File: src/hw/jpf_regs.vh
// constants of the process-data framer: group numbers, defaults, timing
// assumes the includer works at a 4 ns clock and sees bit n of a payload as data bit n
`ifndef JPF_REGS_VH
`define JPF_REGS_VH
`define JPF_NUM_GROUPS 9
`define JPF_NUM_PROP 5
`define JPF_PROP_FIRST 4
`define JPF_PGN_G1 16'hf013
`define JPF_PGN_G2 16'hf029
`define JPF_PGN_G3 16'hf02a
`define JPF_PGN_G4 16'hf02d
`define JPF_PGN_PROP 16'hff00
`define JPF_DEF_ENABLE 9'h012
`define JPF_DEF_CYCLE_MS 16'h000a
`define JPF_DEF_PRIO 3'h6
`define JPF_RESERVED_BIT 1'b0
`define JPF_DATA_PAGE 1'b0
`define JPF_FILL_BYTE 8'hff
`define JPF_FILL_PAIR 2'h3
`define JPF_CLK_PERIOD_NS 4
`define JPF_MS_NS 1000000
`define JPF_FRAME_W 93
`define JPF_FIFO_DEPTH 8
`endif
File: src/hw/jpf_cycle_timer.v
// per-group cycle timer counting millisecond ticks
// assumes tick is a one-cycle enable once per millisecond
`timescale 1ns/1ns
module jpf_cycle_timer #(
  parameter W = 16
) (
  input wire clock,
  input wire sys_rst,
  input wire tick,
  input wire enable,
  input wire [W-1:0] cycle_ms,
  output reg due
);
  reg [W-1:0] elapsed;
  wire [W-1:0] limit;
  // a zero cycle time would fire on every tick, so it acts as one millisecond
  assign limit = (cycle_ms == {W{1'b0}}) ? {{(W-1){1'b0}}, 1'b1} : cycle_ms;
  always @(posedge clock) begin
    if (sys_rst) begin
      elapsed <= {W{1'b0}};
      due <= 1'b0;
    end else begin
      due <= 1'b0;
      if (!enable) begin
        elapsed <= {W{1'b0}};
      end else if (tick) begin
        if (elapsed + 1'b1 >= limit) begin
          elapsed <= {W{1'b0}};
          due <= 1'b1;
        end else begin
          elapsed <= elapsed + 1'b1;
        end
      end
    end
  end
endmodule // jpf_cycle_timer

File: src/hw/jpf_fifo.v
// flip-flop fifo with valid/ready on both sides
// assumes one clock and a synchronous active-high reset
`timescale 1ns/1ns
module jpf_fifo #(
  parameter WIDTH = 93,
  parameter DEPTH = 8,
  parameter AW = 3
) (
  input wire clock,
  input wire sys_rst,
  input wire in_valid,
  output wire in_ready,
  input wire [WIDTH-1:0] in_data,
  output wire out_valid,
  input wire out_ready,
  output wire [WIDTH-1:0] out_data
);
  reg [WIDTH-1:0] mem [0:DEPTH-1];
  reg [AW-1:0] wr_ptr;
  reg [AW-1:0] rd_ptr;
  reg [AW:0] count;
  wire push;
  wire pop;
  assign in_ready = (count != DEPTH[AW:0]);
  assign out_valid = (count != {(AW+1){1'b0}});
  assign out_data = mem[rd_ptr];
  assign push = in_valid & in_ready;
  assign pop = out_valid & out_ready;
  always @(posedge clock) begin
    if (sys_rst) begin
      wr_ptr <= {AW{1'b0}};
      rd_ptr <= {AW{1'b0}};
      count <= {(AW+1){1'b0}};
    end else begin
      if (push) begin
        mem[wr_ptr] <= in_data;
        wr_ptr <= (wr_ptr == DEPTH[AW-1:0] - 1'b1) ? {AW{1'b0}} : wr_ptr + 1'b1;
      end
      if (pop) begin
        rd_ptr <= (rd_ptr == DEPTH[AW-1:0] - 1'b1) ? {AW{1'b0}} : rd_ptr + 1'b1;
      end
      if (push && !pop) begin
        count <= count + 1'b1;
      end else if (pop && !push) begin
        count <= count - 1'b1;
      end
    end
  end
endmodule // jpf_fifo

File: src/hw/jpf_framer.v
// top of the process-data framer: settings, timers, payload packing, frame queue
// assumes measurement inputs arrive already scaled to their wire codes
`timescale 1ns/1ns
`include "jpf_regs.vh"
module jpf_framer #(
  parameter MS_CYCLES = `JPF_MS_NS / `JPF_CLK_PERIOD_NS,
  parameter CYC_W = 16
) (
  input wire clock,
  input wire sys_rst,
  input wire cfg_write,
  input wire [3:0] cfg_group,
  input wire cfg_enable,
  input wire [CYC_W-1:0] cfg_cycle_ms,
  input wire [2:0] cfg_priority,
  input wire [7:0] cfg_low_byte,
  input wire [7:0] source_address_byte,
  input wire [15:0] g1_pitch,
  input wire [15:0] g1_roll,
  input wire [15:0] g1_pitch_rate,
  input wire [7:0] g1_status,
  input wire [7:0] g1_latency,
  input wire [23:0] g2_pitch,
  input wire [23:0] g2_roll,
  input wire [7:0] g2_status,
  input wire [7:0] g2_latency,
  input wire [15:0] g3_pitch_rate,
  input wire [15:0] g3_roll_rate,
  input wire [15:0] g3_yaw_rate,
  input wire [5:0] g3_status,
  input wire [7:0] g3_latency,
  input wire [15:0] g4_lateral,
  input wire [15:0] g4_longitudinal,
  input wire [15:0] g4_vertical,
  input wire [5:0] g4_status,
  input wire [1:0] g4_rate_code,
  input wire [15:0] g5_incl_x,
  input wire [15:0] g5_incl_y,
  input wire [255:0] prop_payload,
  output reg frame_valid,
  input wire frame_ready,
  output reg [28:0] frame_id,
  output reg [63:0] frame_data,
  output reg [8:0] group_enabled
);
  localparam NG = `JPF_NUM_GROUPS;
  localparam S_IDLE = 2'b01;
  localparam S_PUSH = 2'b10;
  localparam [15:0] PGN_PROP = `JPF_PGN_PROP;

  reg [CYC_W-1:0] cycle_ms [0:NG-1];
  reg [2:0] prio_set [0:NG-1];
  reg [7:0] low_byte [0:`JPF_NUM_PROP-1];
  reg [8:0] pending;
  reg [8:0] clear_mask;
  reg [1:0] state;
  reg [28:0] build_id;
  reg [63:0] build_data;
  reg [28:0] next_id;
  reg [63:0] next_data;
  reg [15:0] pgn;
  reg [31:0] ms_count;
  reg ms_tick;
  reg [3:0] sel;
  wire [8:0] due;
  wire fifo_in_ready;
  wire fifo_out_valid;
  wire [`JPF_FRAME_W-1:0] fifo_out_data;
  wire out_load;
  integer i;

  function [3:0] lowest_set;
    input [8:0] v;
    integer k;
    begin
      lowest_set = 4'h0;
      for (k = NG - 1; k >= 0; k = k - 1) begin
        if (v[k]) begin
          lowest_set = k[3:0];
        end
      end
    end
  endfunction

  // proprietary number: fixed high byte, settable low byte
  function [15:0] prop_pgn;
    input [7:0] low;
    begin
      prop_pgn = {PGN_PROP[15:8], low};
    end
  endfunction

  // millisecond enable pulse
  always @(posedge clock) begin
    if (sys_rst) begin
      ms_count <= 32'h00000000;
      ms_tick <= 1'b0;
    end else if (ms_count == MS_CYCLES - 1) begin
      ms_count <= 32'h00000000;
      ms_tick <= 1'b1;
    end else begin
      ms_count <= ms_count + 32'h00000001;
      ms_tick <= 1'b0;
    end
  end

  // per-group settings, written one group at a time (cfg_group 1..9)
  always @(posedge clock) begin
    if (sys_rst) begin
      group_enabled <= `JPF_DEF_ENABLE;
      for (i = 0; i < NG; i = i + 1) begin
        cycle_ms[i] <= `JPF_DEF_CYCLE_MS;
        prio_set[i] <= `JPF_DEF_PRIO;
      end
      for (i = 0; i < `JPF_NUM_PROP; i = i + 1) begin
        low_byte[i] <= i[7:0];
      end
    end else if (cfg_write && cfg_group != 4'h0 && cfg_group <= NG[3:0]) begin
      group_enabled[cfg_group - 4'h1] <= cfg_enable;
      cycle_ms[cfg_group - 4'h1] <= cfg_cycle_ms;
      prio_set[cfg_group - 4'h1] <= cfg_priority;
      if (cfg_group > `JPF_PROP_FIRST) begin
        low_byte[cfg_group - `JPF_PROP_FIRST - 1] <= cfg_low_byte;
      end
    end
  end

  genvar g;
  generate
    for (g = 0; g < NG; g = g + 1) begin : gen_timer
      jpf_cycle_timer #(
        .W(CYC_W)
      ) u_timer (
        .clock(clock),
        .sys_rst(sys_rst),
        .tick(ms_tick),
        .enable(group_enabled[g]),
        .cycle_ms(cycle_ms[g]),
        .due(due[g])
      );
    end
  endgenerate

  // group number and payload of the selected group
  always @* begin
    sel = lowest_set(pending);
    pgn = `JPF_PGN_PROP;
    next_data = {8{`JPF_FILL_BYTE}};
    case (sel)
      4'h0: begin
        pgn = `JPF_PGN_G1;
        next_data = {g1_latency, g1_status, g1_pitch_rate, g1_roll, g1_pitch};
      end
      4'h1: begin
        pgn = `JPF_PGN_G2;
        next_data = {g2_latency, g2_status, g2_roll, g2_pitch};
      end
      4'h2: begin
        pgn = `JPF_PGN_G3;
        next_data = {g3_latency, `JPF_FILL_PAIR, g3_status,
                     g3_yaw_rate, g3_roll_rate, g3_pitch_rate};
      end
      4'h3: begin
        pgn = `JPF_PGN_G4;
        next_data = {`JPF_FILL_BYTE, g4_rate_code, g4_status,
                     g4_vertical, g4_longitudinal, g4_lateral};
      end
      4'h4: begin
        pgn = prop_pgn(low_byte[0]);
        next_data = {{4{`JPF_FILL_BYTE}}, g5_incl_y, g5_incl_x};
      end
      4'h5, 4'h6, 4'h7, 4'h8: begin
        // euler, quaternion, acceleration, yaw rate: content comes ready packed
        pgn = prop_pgn(low_byte[sel - `JPF_PROP_FIRST]);
        next_data = prop_payload[(sel - `JPF_PROP_FIRST - 1) * 64 +: 64];
      end
      default: begin
        pgn = `JPF_PGN_PROP;
        next_data = {8{`JPF_FILL_BYTE}};
      end
    endcase
    // every group number here has a format byte of 0xf0 or more, so no destination
    next_id = {prio_set[sel], `JPF_RESERVED_BIT, `JPF_DATA_PAGE,
               pgn, source_address_byte};
  end

  // pick the lowest pending group, then queue its frame
  always @(posedge clock) begin
    if (sys_rst) begin
      state <= S_IDLE;
      build_id <= 29'h00000000;
      build_data <= 64'h0000000000000000;
      clear_mask <= 9'h000;
    end else begin
      clear_mask <= 9'h000;
      case (state)
        S_IDLE: begin
          if (pending != 9'h000) begin
            build_id <= next_id;
            build_data <= next_data;
            clear_mask <= 9'h001 << sel;
            state <= S_PUSH;
          end
        end
        S_PUSH: begin
          if (fifo_in_ready) begin
            state <= S_IDLE;
          end
        end
        default: begin
          state <= S_IDLE;
        end
      endcase
    end
  end

  // a new due in the clearing cycle keeps the group pending
  always @(posedge clock) begin
    if (sys_rst) begin
      pending <= 9'h000;
    end else begin
      pending <= (pending & ~clear_mask) | (due & group_enabled);
    end
  end

  jpf_fifo #(
    .WIDTH(`JPF_FRAME_W),
    .DEPTH(`JPF_FIFO_DEPTH),
    .AW(3)
  ) u_fifo (
    .clock(clock),
    .sys_rst(sys_rst),
    .in_valid(state == S_PUSH),
    .in_ready(fifo_in_ready),
    .in_data({build_id, build_data}),
    .out_valid(fifo_out_valid),
    .out_ready(out_load),
    .out_data(fifo_out_data)
  );

  // output stage keeps the frame ports on flip-flops
  assign out_load = !frame_valid || frame_ready;
  always @(posedge clock) begin
    if (sys_rst) begin
      frame_valid <= 1'b0;
      frame_id <= 29'h00000000;
      frame_data <= 64'h0000000000000000;
    end else if (out_load) begin
      frame_valid <= fifo_out_valid;
      if (fifo_out_valid) begin
        frame_id <= fifo_out_data[92:64];
        frame_data <= fifo_out_data[63:0];
      end
    end
  end
endmodule // jpf_framer

File: config.mk
export PLATFORM = sky130hd
export DESIGN_NAME = jpf_framer
export DESIGN_NICKNAME = d
export VERILOG_FILES = /design/src/hw/jpf_cycle_timer.v /design/src/hw/jpf_fifo.v /design/src/hw/jpf_framer.v
export VERILOG_INCLUDE_DIRS = /design/src /design/src/hw
export SDC_FILE = /design/constraint.sdc
export NUM_CORES = 2
export LEC_CHECK = 0
export ABC_AREA = 1
export BUFFER_PORTS_ARGS = -buffer_cell sky130_fd_sc_hd__buf_2
export CELL_PAD_IN_SITES_DETAIL_PLACEMENT = 1
export CELL_PAD_IN_SITES_GLOBAL_PLACEMENT = 2
export CORE_MARGIN = 5
export CORE_UTILIZATION = 37
export DETAILED_ROUTE_END_ITERATION = 6
export PLACE_DENSITY_LB_ADDON = 0.1
export SYNTH_ARGS = -nofsm -noshare
export SYNTH_HDL_FRONTEND = slang
export SYNTH_SLANG_ARGS = --single-unit
File: constraint.sdc
create_clock -name clock -period 10.1 [get_ports clock]
set_clock_uncertainty 0.2 [all_clocks]
set_input_delay 0.505 -clock clock [delete_from_list [all_inputs] [get_ports clock]]
set_output_delay 0.505 -clock clock [all_outputs]
set_load 0.02 [all_outputs]
==> reports/qor.txt <==
outcome -> completed
H-tree levels -> 4
Syn Std Cell Area -> 60700 um2
CP Launch Point -> lowest_set.v[7]
pwr/cell area -> 199 nW/um2
min cycle time layout -> 6670 ps
CTS buffer count -> 152
max layer used -> met5
dpl hpwl -> 175000 um
# nets final -> 7809
routed len/inst -> 26.5 um
RSZ-0062 raised after global routing -> false
Filler cells -> 18400
I/O pin total -> 681
FMAX -> 0.150 GHz
leading area contributor after synthesis -> edfxtp_1
final wirelength -> 250000 um
DRT Pass-1 Iters -> 6
Rows -> 148
layout cells sized above 1 -> 14.4%
combinational family with the most area after synthesis -> compound AO/OA/AOI/OAI gates
Seq/Total Area, Yosys -> 58.5%
grt total ovfl -> 0
warnings from Yosys -> 0
top post-synthesis cells by area -> edfxtp_1, dfxtp_1, o21ai_0
adder-cell share of the synthesized area -> 3.64%
final slew viol count -> 0
# setup viols final -> 0
WL met2 -> 116000 um
Area Growth Syn to Fin -> 21.0%
vias in the first global route -> 52100
Worst R2R Start -> lowest_set.v[7]
Port Buffers -> 678
RePlAce Congestion -> 1.01
CP Capture Type -> register
share of the synthesized area in the top cell type -> 45.4%
hold_ws -> 42.5 ps
simple logic cell fraction of the synthesized area -> 14.8%
Period Utilization, post-route -> 66.0%
postcts setup bufs -> 0
Max VDD drop -> 0.000179 V
Compound-Gate Fraction of Synth Area -> 15.3%
Max-cap violations -> 0
Synth cell types -> 51
Vias per Instance -> 5.41
syn_area_per_cell -> 9.66 um2
Synth Register Bits -> 1314
most common cell in the netlist -> nor2_1
first-pass GRT wire length -> 359000 um
Primary FF master, synth -> edfxtp_1
Post-DRT Antenna Nets -> 0
Die X -> 415 um
CP max FO -> 133
largest net degree at the start of global routing -> 134
CORE AREA -> 163000 um2
GRT Total Usage -> 28.1%
actual slew at the worst max-slew pin -> 1180 ps
Post-Synth XOR/XNOR Area -> 1.56%
DRC -> 0
clk_lat worst skew -> 810 ps
clk sinks -> 1314
Starting Density -> 37.2%
mux share of post-synthesis cell area -> 0%
die span in y -> 415 um
worst slack at placement -> 4940 ps
initial antenna violation count -> 98
PostCTS Resize Cnt -> 0
Post-synth top cells -> nor2_1, edfxtp_1, o21ai_0
crit path DAT -> 7140 ps
startpoint types -> register
Post-synth EDFFs -> 918
WL met3 -> 14600 um
Hold Crit Start -> prop_payload[197]
Max Root-Sink Buffers -> 3
met1 WL -> 110000 um
Mapped Cells -> 6285
final hold vios -> 0
clock-pin slew on the worst setup and hold paths -> 60 ps
Rel. slew slack -> 21.3%
initial DRC count -> 4182
Worst Path Required -> 10570 ps
routed vias -> 51000
class of the worst hold path -> in2reg
FFs w/ async S/R, synth -> 0%
CTS tree -> built
Leak Pwr -> 0.0293 uW
die area -> 172000 um2
critical path class -> reg2reg
post-route setup slack -> 3430 ps
Setup TNS Final -> 0 ps
clock root buffer -> clkbuf_16
kinds of logic after synthesis:
family / count (synthesis)
simple gates: 2133
compound gates: 1582
flops: 1314
buf+inv: 971
fa+ha+maj: 176
xor+xnor: 108
other cells: 1
placed cells by master (no fill, tap or decap), drive strengths merged, types with 37 or more instances in the layout:
| cell type | count |
|---|---|
| nor2 | 970 |
| edfxtp | 918 |
| buf | 738 |
| o21ai | 728 |
| nand2 | 702 |
| inv | 597 |
| dfxtp | 396 |
| a21oi | 371 |
| dlygate4sd3 | 236 |
| clkbuf | 209 |
| nand3 | 203 |
| ha | 175 |
| nor4 | 99 |
| xor2 | 96 |
| a22o | 95 |
| o22ai | 89 |
| o221ai | 85 |
| clkinv | 75 |
| o31ai | 70 |
| nor3 | 69 |
| o21a | 66 |
| diode | 65 |
| nand4 | 37 |
power by group:
part           leakage (uW)  switching (uW)  internal [uW]
registers            0.0118             245           5920
clock network       0.00242            2410           3120
logic                0.0150            2100            814
metrics by stage:
stage	area [um2]	utilization, %	instances	power, uW
after floorplan	60700	-	6286	7910
after CTS	73300	45.0	9361	14800
after global routing	73400	45.0	9399	15300
after global placement	65900	40.4	8840	9120
after detailed placement	65900	40.4	8840	9170
final	73500	45.1	9426	14600
flip-flops by register name (all words and copies together) (netlist names), 9 cells and up:
| name | flops |
|---|---|
| prio_set | 30 |
| lowest_set.v | 9 |
| build_data | 64 |
| frame_id | 21 |
| cycle_ms | 144 |
| group_enabled | 9 |
| gen_timer.u_timer.elapsed | 144 |
| gen_timer.u_timer.due | 9 |
| u_fifo.mem | 680 |
| ms_count | 32 |
| low_byte | 64 |
| clear_mask | 9 |
| build_id | 21 |
| frame_data | 64 |
worst paths after layout:
kind	endpoint	slack, ps	depth (start not counted)
worst max-delay path	build_data[20]	3430	17
worst min-delay path	build_data[5]	40	5
worst max register to register	build_data[20]	3430	17
worst min register to register	lowest_set.v[3]	240	1
cell type report:
type,instances,area [um2],area share [%]
sequential,1314,35500,48.3
multi-input combinational,4001,21500,29.2
timing repair buffer,974,6230,8.48
clock buffer,209,4160,5.66
tap,2175,2720,3.70
inverter,612,2320,3.16
clock inverter,76,873,1.19
antenna,65,163,0.221
critical path, stage by stage (launching register included):
cell           delay, ps
dfxtp_1              350
nand2_1               60
nand2_1               60
nand2_1               50
nand2_1               60
nand2_1               60
nand2_2              510
nand2_8              690
ha_1                 570
nand2_2               90
buf_4                580
inv_1                760
a22o_1               410
dlygate4sd3_1        560
nor4_1               270
dlygate4sd3_1        610
a21oi_1               70
dlygate4sd3_1        550
per-layer routing:
layer	GRT usage, %	vias up
li1	-	23500
met1	38.3	25500
met2	45.3	1529
met3	4.72	366
met4	9.82	20
met5	0	-
timing repair:
| item | in CTS | in global routing |
|---|---|---|
| hold endpoints to repair | 114 | 0 |
| setup endpoints to repair | 0 | 0 |
| hold buffers | 236 | 0 |
No activity file was read; power rests on OpenSTA's default activity.
